### src/logic/sfrs_pkg.sv
`default_nettype none
// ============================================================
// Shared constants and types of the fundamental reset sequencer
// ============================================================
package sfrs_pkg;

  // ==========================================================
  // Timing
  // ==========================================================
  localparam int unsigned CLK_HZ = 125_000_000;   // Core clock rate
  localparam int unsigned STACK_REL_MS = 20;      // Latest stack release
  localparam int unsigned TRAIN_DONE_MS = 100;    // Link training window
  localparam int unsigned CYC_PER_MS = CLK_HZ / 1000;
  localparam int TMR_W = 24;                      // Reset-clear timer width
  localparam logic [TMR_W-1:0] STACK_REL_CYC =
    TMR_W'(STACK_REL_MS * CYC_PER_MS);
  localparam logic [TMR_W-1:0] TRAIN_DONE_CYC =
    TMR_W'(TRAIN_DONE_MS * CYC_PER_MS);

  // ==========================================================
  // Sizes, reset values and mode table
  // ==========================================================
  localparam int NUM_PORTS = 24;                  // Ports across all stacks
  localparam int ERR_W = 4;                       // Load error code width
  localparam logic [ERR_W-1:0] ERR_NONE = 4'h0;   // Error code reset value
  // Modes that load settings from the serial EEPROM, one bit per mode
  localparam logic [15:0] EEPROM_MODE_MASK = 16'h00ff;

  // ==========================================================
  // Types
  // ==========================================================
  // Boot configuration vector as caught at reset release
  typedef struct packed {
    logic [3:0] switch_operating_select;
    logic reset_halt;
    logic [1:0] slave_bus_addr_inputs;            // Address bits [2:1]
  } sfrs_bcv_t;

  // Mode-dependent defaults for partition and port configuration
  typedef struct packed {
    logic [2:0] partition_count;
    logic [4:0] upstream_port;
  } sfrs_part_cfg_t;

  // Packet classes seen by a port
  typedef enum logic [1:0] {
    TLP_CFG0 = 2'h0,
    TLP_CFG1 = 2'h1,
    TLP_OTHER = 2'h2
  } sfrs_tlp_kind_t;

  // Port answer to a packet
  typedef enum logic [1:0] {
    RSP_NORMAL = 2'h0,
    RSP_RETRY = 2'h1,
    RSP_UNSUPPORTED = 2'h2,
    RSP_DISCARD = 2'h3
  } sfrs_tlp_rsp_t;

endpackage

`default_nettype wire

### src/logic/sfrs_sequencer.sv
`timescale 1ns/1ps
`default_nettype none
module sfrs_sequencer
  import sfrs_pkg::*;
#(
  parameter logic [TMR_W-1:0] STACK_REL_CYCLES = STACK_REL_CYC,
  parameter logic [TMR_W-1:0] TRAIN_DONE_CYCLES = TRAIN_DONE_CYC
) (
  // Clock and reset
  input wire logic clk,
  input wire logic srst,
  // Board reset pin and boot vector
  input wire logic global_reset_n_pin,
  input wire sfrs_bcv_t bcv_pins,
  // Lower-priority reset requests
  input wire logic other_reset_req,
  // Step completion indications
  input wire logic reg_init_done,
  input wire logic pll_serdes_locked,
  input wire logic master_bus_ready,
  input wire logic slave_bus_ready,
  // EEPROM loader
  input wire logic eeprom_load_finished,
  input wire logic eeprom_load_error,
  input wire logic [ERR_W-1:0] eeprom_error_code,
  input wire logic eeprom_wr_valid,
  input wire logic eeprom_wr_phy_state,
  input wire logic eeprom_wr_full_link_retrain,
  input wire logic [4:0] eeprom_wr_port,
  // Slave bus clear of the halt bit
  input wire logic halt_clear_req,
  // Packet classification request
  input wire logic tlp_valid,
  input wire sfrs_tlp_kind_t tlp_kind,
  // Sequencing outputs
  output logic fund_reset_q,
  output logic other_reset_q,
  output sfrs_bcv_t bcv_sampled_q,
  output sfrs_part_cfg_t part_cfg_q,
  output logic reg_init_q,
  output logic register_unlock_q,
  output logic pll_init_q,
  output logic master_bus_en_q,
  output logic slave_bus_en_q,
  output logic [1:0] slave_addr_q,
  output logic stack_release_q,
  output logic train_window_over_q,
  output logic eeprom_load_q,
  output logic eeprom_load_done_q,
  output logic [ERR_W-1:0] two_wire_err_q,
  output logic reset_halt_q,
  output logic quasi_reset_q,
  output logic normal_op_q,
  output logic [NUM_PORTS-1:0] retrain_q,
  // Packet answer
  output logic tlp_rsp_valid_q,
  output sfrs_tlp_rsp_t tlp_rsp_q
);

  // ==========================================================
  // Types and functions
  // ==========================================================
  // One-hot sequencing steps
  typedef enum logic [10:0] {
    ST_RESET = 11'h001,
    ST_SAMPLE = 11'h002,
    ST_REG_INIT = 11'h004,
    ST_UNLOCK = 11'h008,
    ST_PLL = 11'h010,
    ST_MASTER = 11'h020,
    ST_SLAVE = 11'h040,
    ST_EEPROM = 11'h080,
    ST_HALT = 11'h100,
    ST_LOCK = 11'h200,
    ST_NORMAL = 11'h400
  } sfrs_state_t;

  // Whether an operating mode loads the serial EEPROM
  function automatic logic mode_has_eeprom(input logic [3:0] mode);
    mode_has_eeprom = EEPROM_MODE_MASK[mode];
  endfunction

  // Partition and port defaults for an operating mode
  function automatic sfrs_part_cfg_t mode_defaults(input logic [3:0] mode);
    sfrs_part_cfg_t cfg;
    cfg = '0;
    case (mode[1:0])
      2'h0: begin
        cfg.partition_count = 3'h1;
        cfg.upstream_port = 5'h00;
      end
      2'h1: begin
        cfg.partition_count = 3'h2;
        cfg.upstream_port = 5'h00;
      end
      2'h2: begin
        cfg.partition_count = 3'h4;
        cfg.upstream_port = 5'h08;
      end
      default: begin
        cfg.partition_count = 3'h1;
        cfg.upstream_port = 5'h10;
      end
    endcase
    mode_defaults = cfg;
  endfunction

  // ==========================================================
  // Declarations
  // ==========================================================
  logic pin_meta_q;          // First synchroniser stage
  logic pin_sync_q;          // Negated pin, safe to use
  logic in_reset;            // Fundamental reset condition present
  sfrs_state_t state_q;      // Current step
  sfrs_state_t state_d;      // Next step
  logic [TMR_W-1:0] tmr_q;   // Cycles since reset condition cleared
  logic stack_due;           // Stack release deadline reached
  logic quasi_d;             // Ports held in quasi-reset

  // ==========================================================
  // Reset pin synchroniser
  // ==========================================================
  // Assertion clears both stages at once; negation ripples through
  always_ff @(posedge clk or negedge global_reset_n_pin) begin
    if (!global_reset_n_pin) begin
      pin_meta_q <= 1'b0;
      pin_sync_q <= 1'b0;
    end else begin
      pin_meta_q <= 1'b1;
      pin_sync_q <= pin_meta_q;
    end
  end

  // Same path for cold and warm reset: only srst and the pin are looked at
  assign in_reset = srst || !pin_sync_q;

  // ==========================================================
  // Step sequencing
  // ==========================================================
  // Next step: advance only on the current step's completion
  always_comb begin
    state_d = state_q;
    case (state_q)
      ST_RESET: begin
        state_d = ST_SAMPLE;
      end
      ST_SAMPLE: begin
        state_d = ST_REG_INIT;
      end
      ST_REG_INIT: begin
        if (reg_init_done) begin
          state_d = ST_UNLOCK;
        end
      end
      ST_UNLOCK: begin
        state_d = ST_PLL;
      end
      ST_PLL: begin
        if (pll_serdes_locked) begin
          state_d = ST_MASTER;
        end
      end
      ST_MASTER: begin
        if (master_bus_ready) begin
          state_d = ST_SLAVE;
        end
      end
      ST_SLAVE: begin
        if (slave_bus_ready) begin
          // Skip the load entirely in modes without it
          if (mode_has_eeprom(bcv_sampled_q.switch_operating_select)) begin
            state_d = ST_EEPROM;
          end else begin
            state_d = ST_HALT;
          end
        end
      end
      ST_EEPROM: begin
        // An error aborts the load at once
        if (eeprom_load_error || eeprom_load_finished) begin
          state_d = ST_HALT;
        end
      end
      ST_HALT: begin
        // Wait here while the halt bit stands
        if (!reset_halt_q) begin
          state_d = ST_LOCK;
        end
      end
      ST_LOCK: begin
        state_d = ST_NORMAL;
      end
      ST_NORMAL: begin
        state_d = ST_NORMAL;
      end
      default: begin
        state_d = ST_RESET;
      end
    endcase
  end

  // Step register; the reset condition wins over everything
  always_ff @(posedge clk) begin
    if (in_reset) begin
      state_q <= ST_RESET;
    end else begin
      state_q <= state_d;
    end
  end

  // ==========================================================
  // Reset precedence
  // ==========================================================
  // Lower-priority resets pass only outside a fundamental reset
  always_ff @(posedge clk) begin
    if (in_reset) begin
      fund_reset_q <= 1'b1;
      other_reset_q <= 1'b0;
    end else begin
      fund_reset_q <= (state_q == ST_RESET);
      other_reset_q <= other_reset_req && (state_q != ST_RESET);
    end
  end

  // ==========================================================
  // Boot vector capture and mode defaults
  // ==========================================================
  // Caught once on release; pin changes later have no effect
  always_ff @(posedge clk) begin
    if (srst) begin
      bcv_sampled_q <= '0;
    end else if (!in_reset && state_q == ST_RESET) begin
      bcv_sampled_q <= bcv_pins;
    end
  end

  // Defaults follow the sampled mode during register initialisation
  always_ff @(posedge clk) begin
    if (in_reset) begin
      part_cfg_q <= '0;
    end else if (state_q == ST_REG_INIT) begin
      part_cfg_q <= mode_defaults(bcv_sampled_q.switch_operating_select);
    end
  end

  // Register initialisation request while that step runs
  always_ff @(posedge clk) begin
    if (in_reset) begin
      reg_init_q <= 1'b0;
    end else begin
      reg_init_q <= (state_d == ST_REG_INIT);
    end
  end

  // ==========================================================
  // Register unlock
  // ==========================================================
  // Set after initialisation, cleared once the halt has gone
  always_ff @(posedge clk) begin
    if (in_reset) begin
      register_unlock_q <= 1'b0;
    end else if (state_q == ST_UNLOCK) begin
      register_unlock_q <= 1'b1;
    end else if (state_q == ST_LOCK) begin
      register_unlock_q <= 1'b0;
    end
  end

  // ==========================================================
  // Clock and two-wire bus bring-up
  // ==========================================================
  // PLL runs from its step on; buses stay up through halt
  always_ff @(posedge clk) begin
    if (in_reset) begin
      pll_init_q <= 1'b0;
      master_bus_en_q <= 1'b0;
      slave_bus_en_q <= 1'b0;
      slave_addr_q <= 2'h0;
    end else begin
      if (state_q == ST_PLL) begin
        pll_init_q <= 1'b1;
      end
      if (state_q == ST_MASTER) begin
        master_bus_en_q <= 1'b1;
      end
      if (state_q == ST_SLAVE) begin
        slave_bus_en_q <= 1'b1;
        slave_addr_q <= bcv_sampled_q.slave_bus_addr_inputs;
      end
    end
  end

  // ==========================================================
  // Reset-clear timer and stack release
  // ==========================================================
  // Counts from the clearing of the reset and saturates
  always_ff @(posedge clk) begin
    if (in_reset) begin
      tmr_q <= '0;
    end else if (tmr_q != {TMR_W{1'b1}}) begin
      tmr_q <= tmr_q + 1'b1;
    end
  end

  assign stack_due = (tmr_q >= STACK_REL_CYCLES - 1'b1);

  // Release on slave bus ready or at the deadline, whichever first
  always_ff @(posedge clk) begin
    if (in_reset) begin
      stack_release_q <= 1'b0;
    end else if (stack_due || (state_q == ST_SLAVE && slave_bus_ready)) begin
      stack_release_q <= 1'b1;
    end
  end

  // Flag set and held once the training window has passed; packet answers ignore it
  always_ff @(posedge clk) begin
    if (in_reset) begin
      train_window_over_q <= 1'b0;
    end else if (tmr_q >= TRAIN_DONE_CYCLES - 1'b1) begin
      train_window_over_q <= 1'b1;
    end
  end

  // ==========================================================
  // EEPROM load
  // ==========================================================
  // Load request for the duration of the load step
  always_ff @(posedge clk) begin
    if (in_reset) begin
      eeprom_load_q <= 1'b0;
    end else begin
      eeprom_load_q <= (state_d == ST_EEPROM);
    end
  end

  // Done flag and recorded error code
  always_ff @(posedge clk) begin
    if (in_reset) begin
      eeprom_load_done_q <= 1'b0;
      two_wire_err_q <= ERR_NONE;
    end else if (state_q == ST_EEPROM) begin
      if (eeprom_load_error) begin
        eeprom_load_done_q <= 1'b1;
        two_wire_err_q <= eeprom_error_code;
      end else if (eeprom_load_finished) begin
        eeprom_load_done_q <= 1'b1;
      end
    end
  end

  // Retrain pulses fire as the loader writes, not at load end
  always_ff @(posedge clk) begin
    if (in_reset) begin
      retrain_q <= '0;
    end else begin
      retrain_q <= '0;
      if (state_q == ST_EEPROM && eeprom_wr_valid && eeprom_wr_phy_state &&
          eeprom_wr_full_link_retrain &&
          eeprom_wr_port < 5'(NUM_PORTS)) begin
        retrain_q[eeprom_wr_port] <= 1'b1;
      end
    end
  end

  // ==========================================================
  // Reset halt bit
  // ==========================================================
  // Set by the sampled pin or a load error; a set beats a clear
  always_ff @(posedge clk) begin
    if (in_reset) begin
      reset_halt_q <= 1'b0;
    end else if (state_q == ST_SAMPLE && bcv_sampled_q.reset_halt) begin
      reset_halt_q <= 1'b1;
    end else if (state_q == ST_EEPROM && eeprom_load_error) begin
      reset_halt_q <= 1'b1;
    end else if (halt_clear_req) begin
      reset_halt_q <= 1'b0;
    end
  end

  // ==========================================================
  // Quasi-reset and normal operation
  // ==========================================================
  // Ports wait during the load step and in the halt step
  always_comb begin
    quasi_d = (state_d == ST_EEPROM) || (state_d == ST_HALT);
  end

  always_ff @(posedge clk) begin
    if (in_reset) begin
      quasi_reset_q <= 1'b0;
      normal_op_q <= 1'b0;
    end else begin
      quasi_reset_q <= quasi_d;
      normal_op_q <= (state_d == ST_NORMAL);
    end
  end

  // Packet answer in quasi-reset: retry type 0, refuse type 1, drop the rest; normal otherwise
  always_ff @(posedge clk) begin
    if (in_reset) begin
      tlp_rsp_valid_q <= 1'b0;
      tlp_rsp_q <= RSP_NORMAL;
    end else begin
      tlp_rsp_valid_q <= tlp_valid;
      if (!quasi_reset_q) begin
        tlp_rsp_q <= RSP_NORMAL;
      end else begin
        case (tlp_kind)
          TLP_CFG0: begin
            tlp_rsp_q <= RSP_RETRY;
          end
          TLP_CFG1: begin
            tlp_rsp_q <= RSP_UNSUPPORTED;
          end
          default: begin
            tlp_rsp_q <= RSP_DISCARD;
          end
        endcase
      end
    end
  end

endmodule
`default_nettype wire

### config.mk
export PLATFORM = sky130hd
export DESIGN_NAME = sfrs_sequencer
export DESIGN_NICKNAME = d
export VERILOG_FILES = /design/src/logic/sfrs_pkg.sv /design/src/logic/sfrs_sequencer.sv
export SDC_FILE = /design/constraint.sdc
export NUM_CORES = 1
export LEC_CHECK = 0
export CAP_MARGIN = 5
export CORE_UTILIZATION = 60
export DETAILED_ROUTE_END_ITERATION = 10
export DONT_BUFFER_PORTS = 1
export PLACE_DENSITY = 0.78
export REMOVE_ABC_BUFFERS = 1
export SLEW_MARGIN = 20
export SYNTH_ARGS = -nofsm -noshare
export SYNTH_HDL_FRONTEND = slang
export SYNTH_SLANG_ARGS = --single-unit
### constraint.sdc
create_clock -name clk -period 2.3 [get_ports clk]
set_clock_uncertainty 0.05 [all_clocks]
set_input_delay 0.46 -clock clk [delete_from_list [all_inputs] [get_ports clk]]
set_output_delay 0.46 -clock clk [all_outputs]
set_load 0.05 [all_outputs]
==> metrics.yaml, run 1 <==
synthesis:
  synthTopCellsByArea: "dfxtp_1, nor2_1, a21oi_1, nand2_1, nand3_1"
  yosysWarnings: 0
  synth_compound_area_frac: 0.133
  synth_top_area_cell: "dfxtp_1"
  synth_top_family_by_area: "simple AND/OR/NAND/NOR gates"
  yosysMostFrequentCell: "dfxtp_1"
  postSynthCellCount: 433
  yosys-top-cells-count: "dfxtp_1, nor2_1, nand2_1"
  avgSynthCellArea_um2: 9.04
  ys_ff_latch: 96
  synth_xor_area_frac: 0.0246
  synth_top_flop_cell: "dfxtp_1"
  async_flop_share: 0.0208
  synth.cell_area_um2: 3920
  synth-edff-count: 0
  synth-simple-area-share: 0.274
  netlist.area_leader.share: 0.481
  muxShareOfSynthArea: 0.0205
  synth_fa_ha_area_frac: 0.0128
  synth.distinct_cells: 57
  yosysSeqAreaShare: 0.493
grt:
  track_usage: 0.238
  gr-usage-met2: 0.394
  globalRoute.totalOverflow: 0
  grt_antenna_before_repair: 0
  grt_pass1_vias: 2607
  grt_pass1_wl_um: 12200
  grt_use_met3: 0.0568
  grt_start_max_net_pins: 30
  use_met1: 0.292
  grt-busiest-layer: "met2"
critical_path:
  required_ps: 2550
  end_kind: "flip-flop"
  start_kind: "flip-flop"
  slowest_stage: "or4_1"
  critPathMaxFanout: 14
  path_delay_family: "simple AND/OR/NAND/NOR gates"
  critical-path-max-stage-delay_ps: 510
  crit_type: "flip-flop to flip-flop"
  path_cells: "ha_1, and4_1, and2b_4, and3_1, or4_1, a21oi_1"
  cp.arrival_ps: 2370
  path_buf_inv: 0
cts:
  cts_setup_buffers: 0
  cts_sinks: 96
  clk_path_buf_depth: 2
  clk_latency_ps: 360
  cts_root_buf: "clkbuf_8"
  cts_buffers: 9
  cts_tree: "yes"
  cts-htree-levels: 3
  clkSlewWorstSetupHoldPaths_ps: 100
timing:
  fmax_mhz: 473
  fin_ws_ps: 185
  drv_slew: 0
  min_period_ps: 2120
  fin_tns_setup_ps: 0
  worstMarginPinSlew_ps: 594
  setup_viol: 0
  timing_hold_violations_final: 0
  fin_crit_sh: 0.920
  rsz0062_at_grt: "no"
  relSlewSlack: 0.601
floorplan:
  coreArea_um2: 6310
  die_w_um: 82.8
  rows: 29
  fp.dieH_um: 82.8
  io_pins: 95
  floorplan.initialDensity: 0.620
  die-area_um2: 6850
placed_design:
  pre_cts_ws_ps: 226
  port-buffer-count: 0
  hpwlAfterDp_um: 5890
  gp_congestion: 0.911
  place_area_um2: 4000
layout:
  areaGrowthSynthToFinish_pct: 7.13
  final_area_um2: 4190
  diodes: 0
  layout-drive-gt1-share: 0.107
  final_util: 0.664
  fin_nets: 472
outcome:
  status: "complete, no violations"
route:
  num_vias: 3038
  post-route-drc-count: 0
  finalWirelength_um: 8150
  drtIter0Drc: 200
  wl_per_cell_um: 15.8
  avgViaCountPerCell: 5.88
  postRouteAntennaNets: 0
  firstDrtPassIters: 4
power_and_ir_drop:
  ir_drop_v: 0.000489
  leakagePower_nw: 1.47
  power_density_nw_per_um2: 686
job:
  drv_cap: 0
worst_hold_path:
  hold_path_class: "primary input to flip-flop"
-- kinds of logic after synthesis --
group,count (synthesis)
AND/OR/NAND/NOR,198
buffers and inverters,33
adder cells (fa/ha/maj),4
XOR/XNOR,11
AO/OA/AOI/OAI,81
multiplexers,8
flip-flops,96
other,2
-- final timing paths --
check	startpoint	endpoint	slack, ps	cells past startpoint
max	tmr_q[0]$_SDFFE_PP0P_	tmr_q[13]$_SDFFE_PP0P_	180	6
min	tlp_kind[0]	tlp_rsp_q[0]$_SDFF_PP0_	130	1
max reg2reg	tmr_q[0]$_SDFFE_PP0P_	tmr_q[13]$_SDFFE_PP0P_	180	6
min reg2reg	pin_meta_q$_DFF_PN0_	pin_sync_q$_DFF_PN0_	320	0
max in group asynchronous	global_reset_n_pin	pin_sync_q$_DFF_PN0_	1800	1
min in group asynchronous	global_reset_n_pin	pin_meta_q$_DFF_PN0_	270	1
-- cell usage in the layout (no fill, tap or decap), types with 2 or more instances in the layout --
cell type,netlist,final
a211oi_1,5,5
a21oi_1,26,26
a311oi_1,2,2
a31oi_1,7,7
a41oi_1,2,2
and2_1,5,5
and3_1,4,4
and4_1,3,3
buf_4,6,10
clkbuf_8,0,9
clkinv_4,0,3
conb_1,2,4
dfrtp_1,2,2
dfxtp_1,94,94
ha_1,4,4
inv_1,10,10
inv_6,0,2
mux2i_1,8,8
nand2_1,32,32
nand2b_1,11,10
nand3_1,19,19
nand4_1,8,8
nor2_1,63,63
nor2b_1,3,3
nor3_1,13,13
nor3b_1,4,4
nor4_1,3,3
nor4_4,2,2
nor4b_2,3,3
o2111ai_1,2,2
o21ai_0,19,19
o31ai_1,7,7
or2_2,3,3
or3_1,9,9
or4_1,4,4
xnor2_1,7,7
xor2_1,4,4
-- repair_timing --
action,4_1_cts,5_1_grt
resized for setup,0,0
hold buffers,1,0
hold endpoints to repair,2,0
-- layer usage --
layer / wire (um) / vias to the layer above
li1: - / 1526
met1: 3670 / 1392
met2: 3840 / 107
met3: 512 / 13
met4: 132 / 0
met5: 0 / -
-- sequential cells by signal, summed over array words and instances (netlist names), 2 cells and up, named ones only --
signal,cells
part_cfg_q,4
tmr_q,24
two_wire_err_q,4
slave_addr_q,2
bcv_sampled_q,7
state_q,11
tlp_rsp_q,2
retrain_q,24
-- worst reg2reg max path: cells and delay by family, from the launching register on --
family | cells | cell delay, ps
and+or+nand+nor | 4 | 1270
DFF | 1 | 350
adders and majority gates | 1 | 240
AOI/OAI and AO/OA | 1 | 150
-- through the flow --
step	hold WS (ps)	power, mW	instances
2_1_floorplan	114	1.84	412
3_3_place_gp	114	1.87	500
3_5_place_dp	115	1.88	500
4_1_cts	120	2.90	517
5_1_grt	119	2.98	517
6_report	132	2.88	517
-- cell type report --
class                   instances  area [um2]
flip-flops and latches         96        1930
clock inverters                 7        62.6
inverters                      10        37.5
fillers                       532        2120
well taps                      77        96.3
clock buffers                   9         124
repair buffers                 12         105
multi-input cells             306        1840
-- report_power, final --
part | leakage, nW | total, mW | switching, mW | internal [mW]
sequential | 0.783 | 1.74 | 0.0589 | 1.68
combinational | 0.593 | 0.102 | 0.0661 | 0.0356
clock | 0.0923 | 1.04 | 0.624 | 0.414
total | 1.47 | 2.88 | 0.749 | 2.13
No activity file was read; power rests on OpenSTA's default activity.
==> inputs of run 2 (changes only) <==
CORE_ASPECT_RATIO = 1.2   (was default)
==> metrics.yaml, run 2 (synthesized netlist as in run 1, its figures left out) <==
job:
  drv_cap: 0
grt:
  globalRoute.totalOverflow: 0
  grt_pass1_wl_um: 13200
  grt_start_max_net_pins: 19
  grt_pass1_vias: 2810
  grt_antenna_before_repair: 0
  track_usage: 0.255
outcome:
  status: "complete, no violations"
cts:
  cts-htree-levels: 3
  clkSlewWorstSetupHoldPaths_ps: 100
  cts_buffers: 9
  cts_root_buf: "clkbuf_8"
  cts_tree: "yes"
  clk_path_buf_depth: 2
  cts_sinks: 96
  cts_setup_buffers: 0
  clk_latency_ps: 370
timing:
  fmax_mhz: 477
  fin_tns_setup_ps: 0
  drv_slew: 0
  rsz0062_at_grt: "no"
  setup_viol: 0
  min_period_ps: 2100
  timing_hold_violations_final: 0
  fin_ws_ps: 203
  relSlewSlack: 0.606
  fin_crit_sh: 0.912
  worstMarginPinSlew_ps: 590
critical_path:
  required_ps: 2560
  critical-path-max-stage-delay_ps: 500
  path_cells: "ha_1, and4_1, and2b_4, and3_1, or4_1, a21oi_1"
  r2r_start: "tmr_q[0]$_SDFFE_PP0P_"
  start_kind: "flip-flop"
  crit_type: "flip-flop to flip-flop"
  end_kind: "flip-flop"
  slowest_stage: "or4_1"
  critPathMaxFanout: 14
  cp.arrival_ps: 2360
  crit_path_start: "tmr_q[0]$_SDFFE_PP0P_"
route:
  wl_met3_um: 579
  finalWirelength_um: 8370
  wl_met1_um: 3510
  wl_per_cell_um: 16.0
  post-route-drc-count: 0
  num_vias: 3110
  firstDrtPassIters: 4
  avgViaCountPerCell: 5.92
  postRouteAntennaNets: 0
  wl_met2_um: 4110
  drtIter0Drc: 163
  dr.max_layer_used: "met4"
layout:
  multi_input_area_um2: 1830
  layout-drive-gt1-share: 0.111
  fin_nets: 475
  areaGrowthSynthToFinish_pct: 8.05
  diodes: 0
  top_regs: "retrain_q (24), tmr_q (24), state_q (11)"
  seq_area_um2: 1930
  final_common_cell: "dfxtp_1"
  fill_cells: 501
  final_cell_mix: "dfxtp_1, nor2_1, nand2_1"
power_and_ir_drop:
  seqPwrFrac: 0.579
  leakagePower_nw: 1.48
  power.share.clock: 0.386
  cell_internal_pwr_mw: 2.24
  p_comb_frac: 0.035
  power_density_nw_per_um2: 710
  switching_share: 0.254
  p_switching_uw: 763
  ir_drop_v: 0.000482
worst_hold_path:
  hold_path_class: "primary input to flip-flop"
  min-delay-start: "bcv_pins[6]"
placed_design:
  pre_cts_ws_ps: 221
  hpwlAfterDp_um: 6060
  port-buffer-count: 0
  gp_congestion: 0.889
floorplan:
  fp.dieH_um: 90.5
  die_w_um: 75.7
  floorplan.initialDensity: 0.635
  rows: 31
  die-area_um2: 6850
  io_pins: 95
  coreArea_um2: 6170
## run 2: worst paths after layout
path	endpoint	slack (ps)	depth (start not counted)
min in group asynchronous	pin_meta_q$_DFF_PN0_	260	1
max reg2reg	tmr_q[13]$_SDFFE_PP0P_	200	6
max in group asynchronous	pin_sync_q$_DFF_PN0_	1820	1
min reg2reg	pin_sync_q$_DFF_PN0_	310	0
max	tmr_q[13]$_SDFFE_PP0P_	200	6
min	flip-flop	120	1
## run 2: cell type report
| cell class | instances | area share |
|---|---|---|
| multi-input combinational | 306 | 0.434 |
| clock inverter | 7 | 0.0201 |
| timing repair buffer | 15 | 0.0272 |
| tap | 82 | 0.0243 |
| sequential | 96 | 0.457 |
| inverter | 10 | 0.00887 |
| clock buffer | 9 | 0.0293 |
## run 2: power groups by stage
stage | clock network [mW] | registers (mW) | logic (mW)
after floorplan | 0 | 1.77 | 0.0710
after global placement | 0 | 1.78 | 0.101
after detailed placement | 0 | 1.78 | 0.102
after CTS | 1.17 | 1.74 | 0.105
after global routing | 1.24 | 1.74 | 0.116
final | 1.16 | 1.74 | 0.104
## run 2: through the flow
stage / util / hold WS (ps) / instance area (um2) / cells / power [mW]
detailed placement: 0.650 / 114 / 4010 / 508 / 1.88
finish: 0.686 / 119 / 4230 / 525 / 3.01
CTS: 0.686 / 109 / 4230 / 525 / 3.01
global route: 0.686 / 96.9 / 4230 / 525 / 3.10
floorplan: - / 114 / 3800 / 412 / 1.84
global placement: 0.650 / 114 / 4010 / 508 / 1.88
## run 2: what timing repair did
item | 4_1_cts | 5_1_grt
endpoints found under the hold margin | 2 | 0
hold buffers | 1 | 0
gates resized for setup | 0 | 0
## run 2: per-layer routing
metal | vias up | GRT usage
li1 | 1525 | -
met1 | 1449 | 0.302
met2 | 116 | 0.418
met3 | 20 | 0.0725
met4 | 0 | 0.108
met5 | - | 0
## run 2: critical path, delay by kind of cell, from the launching register on
family	cells	cell delay [ps]
DFF	1	350
AOI/OAI and AO/OA	1	150
and+or+nand+nor	4	1240
adders and majority gates	1	240
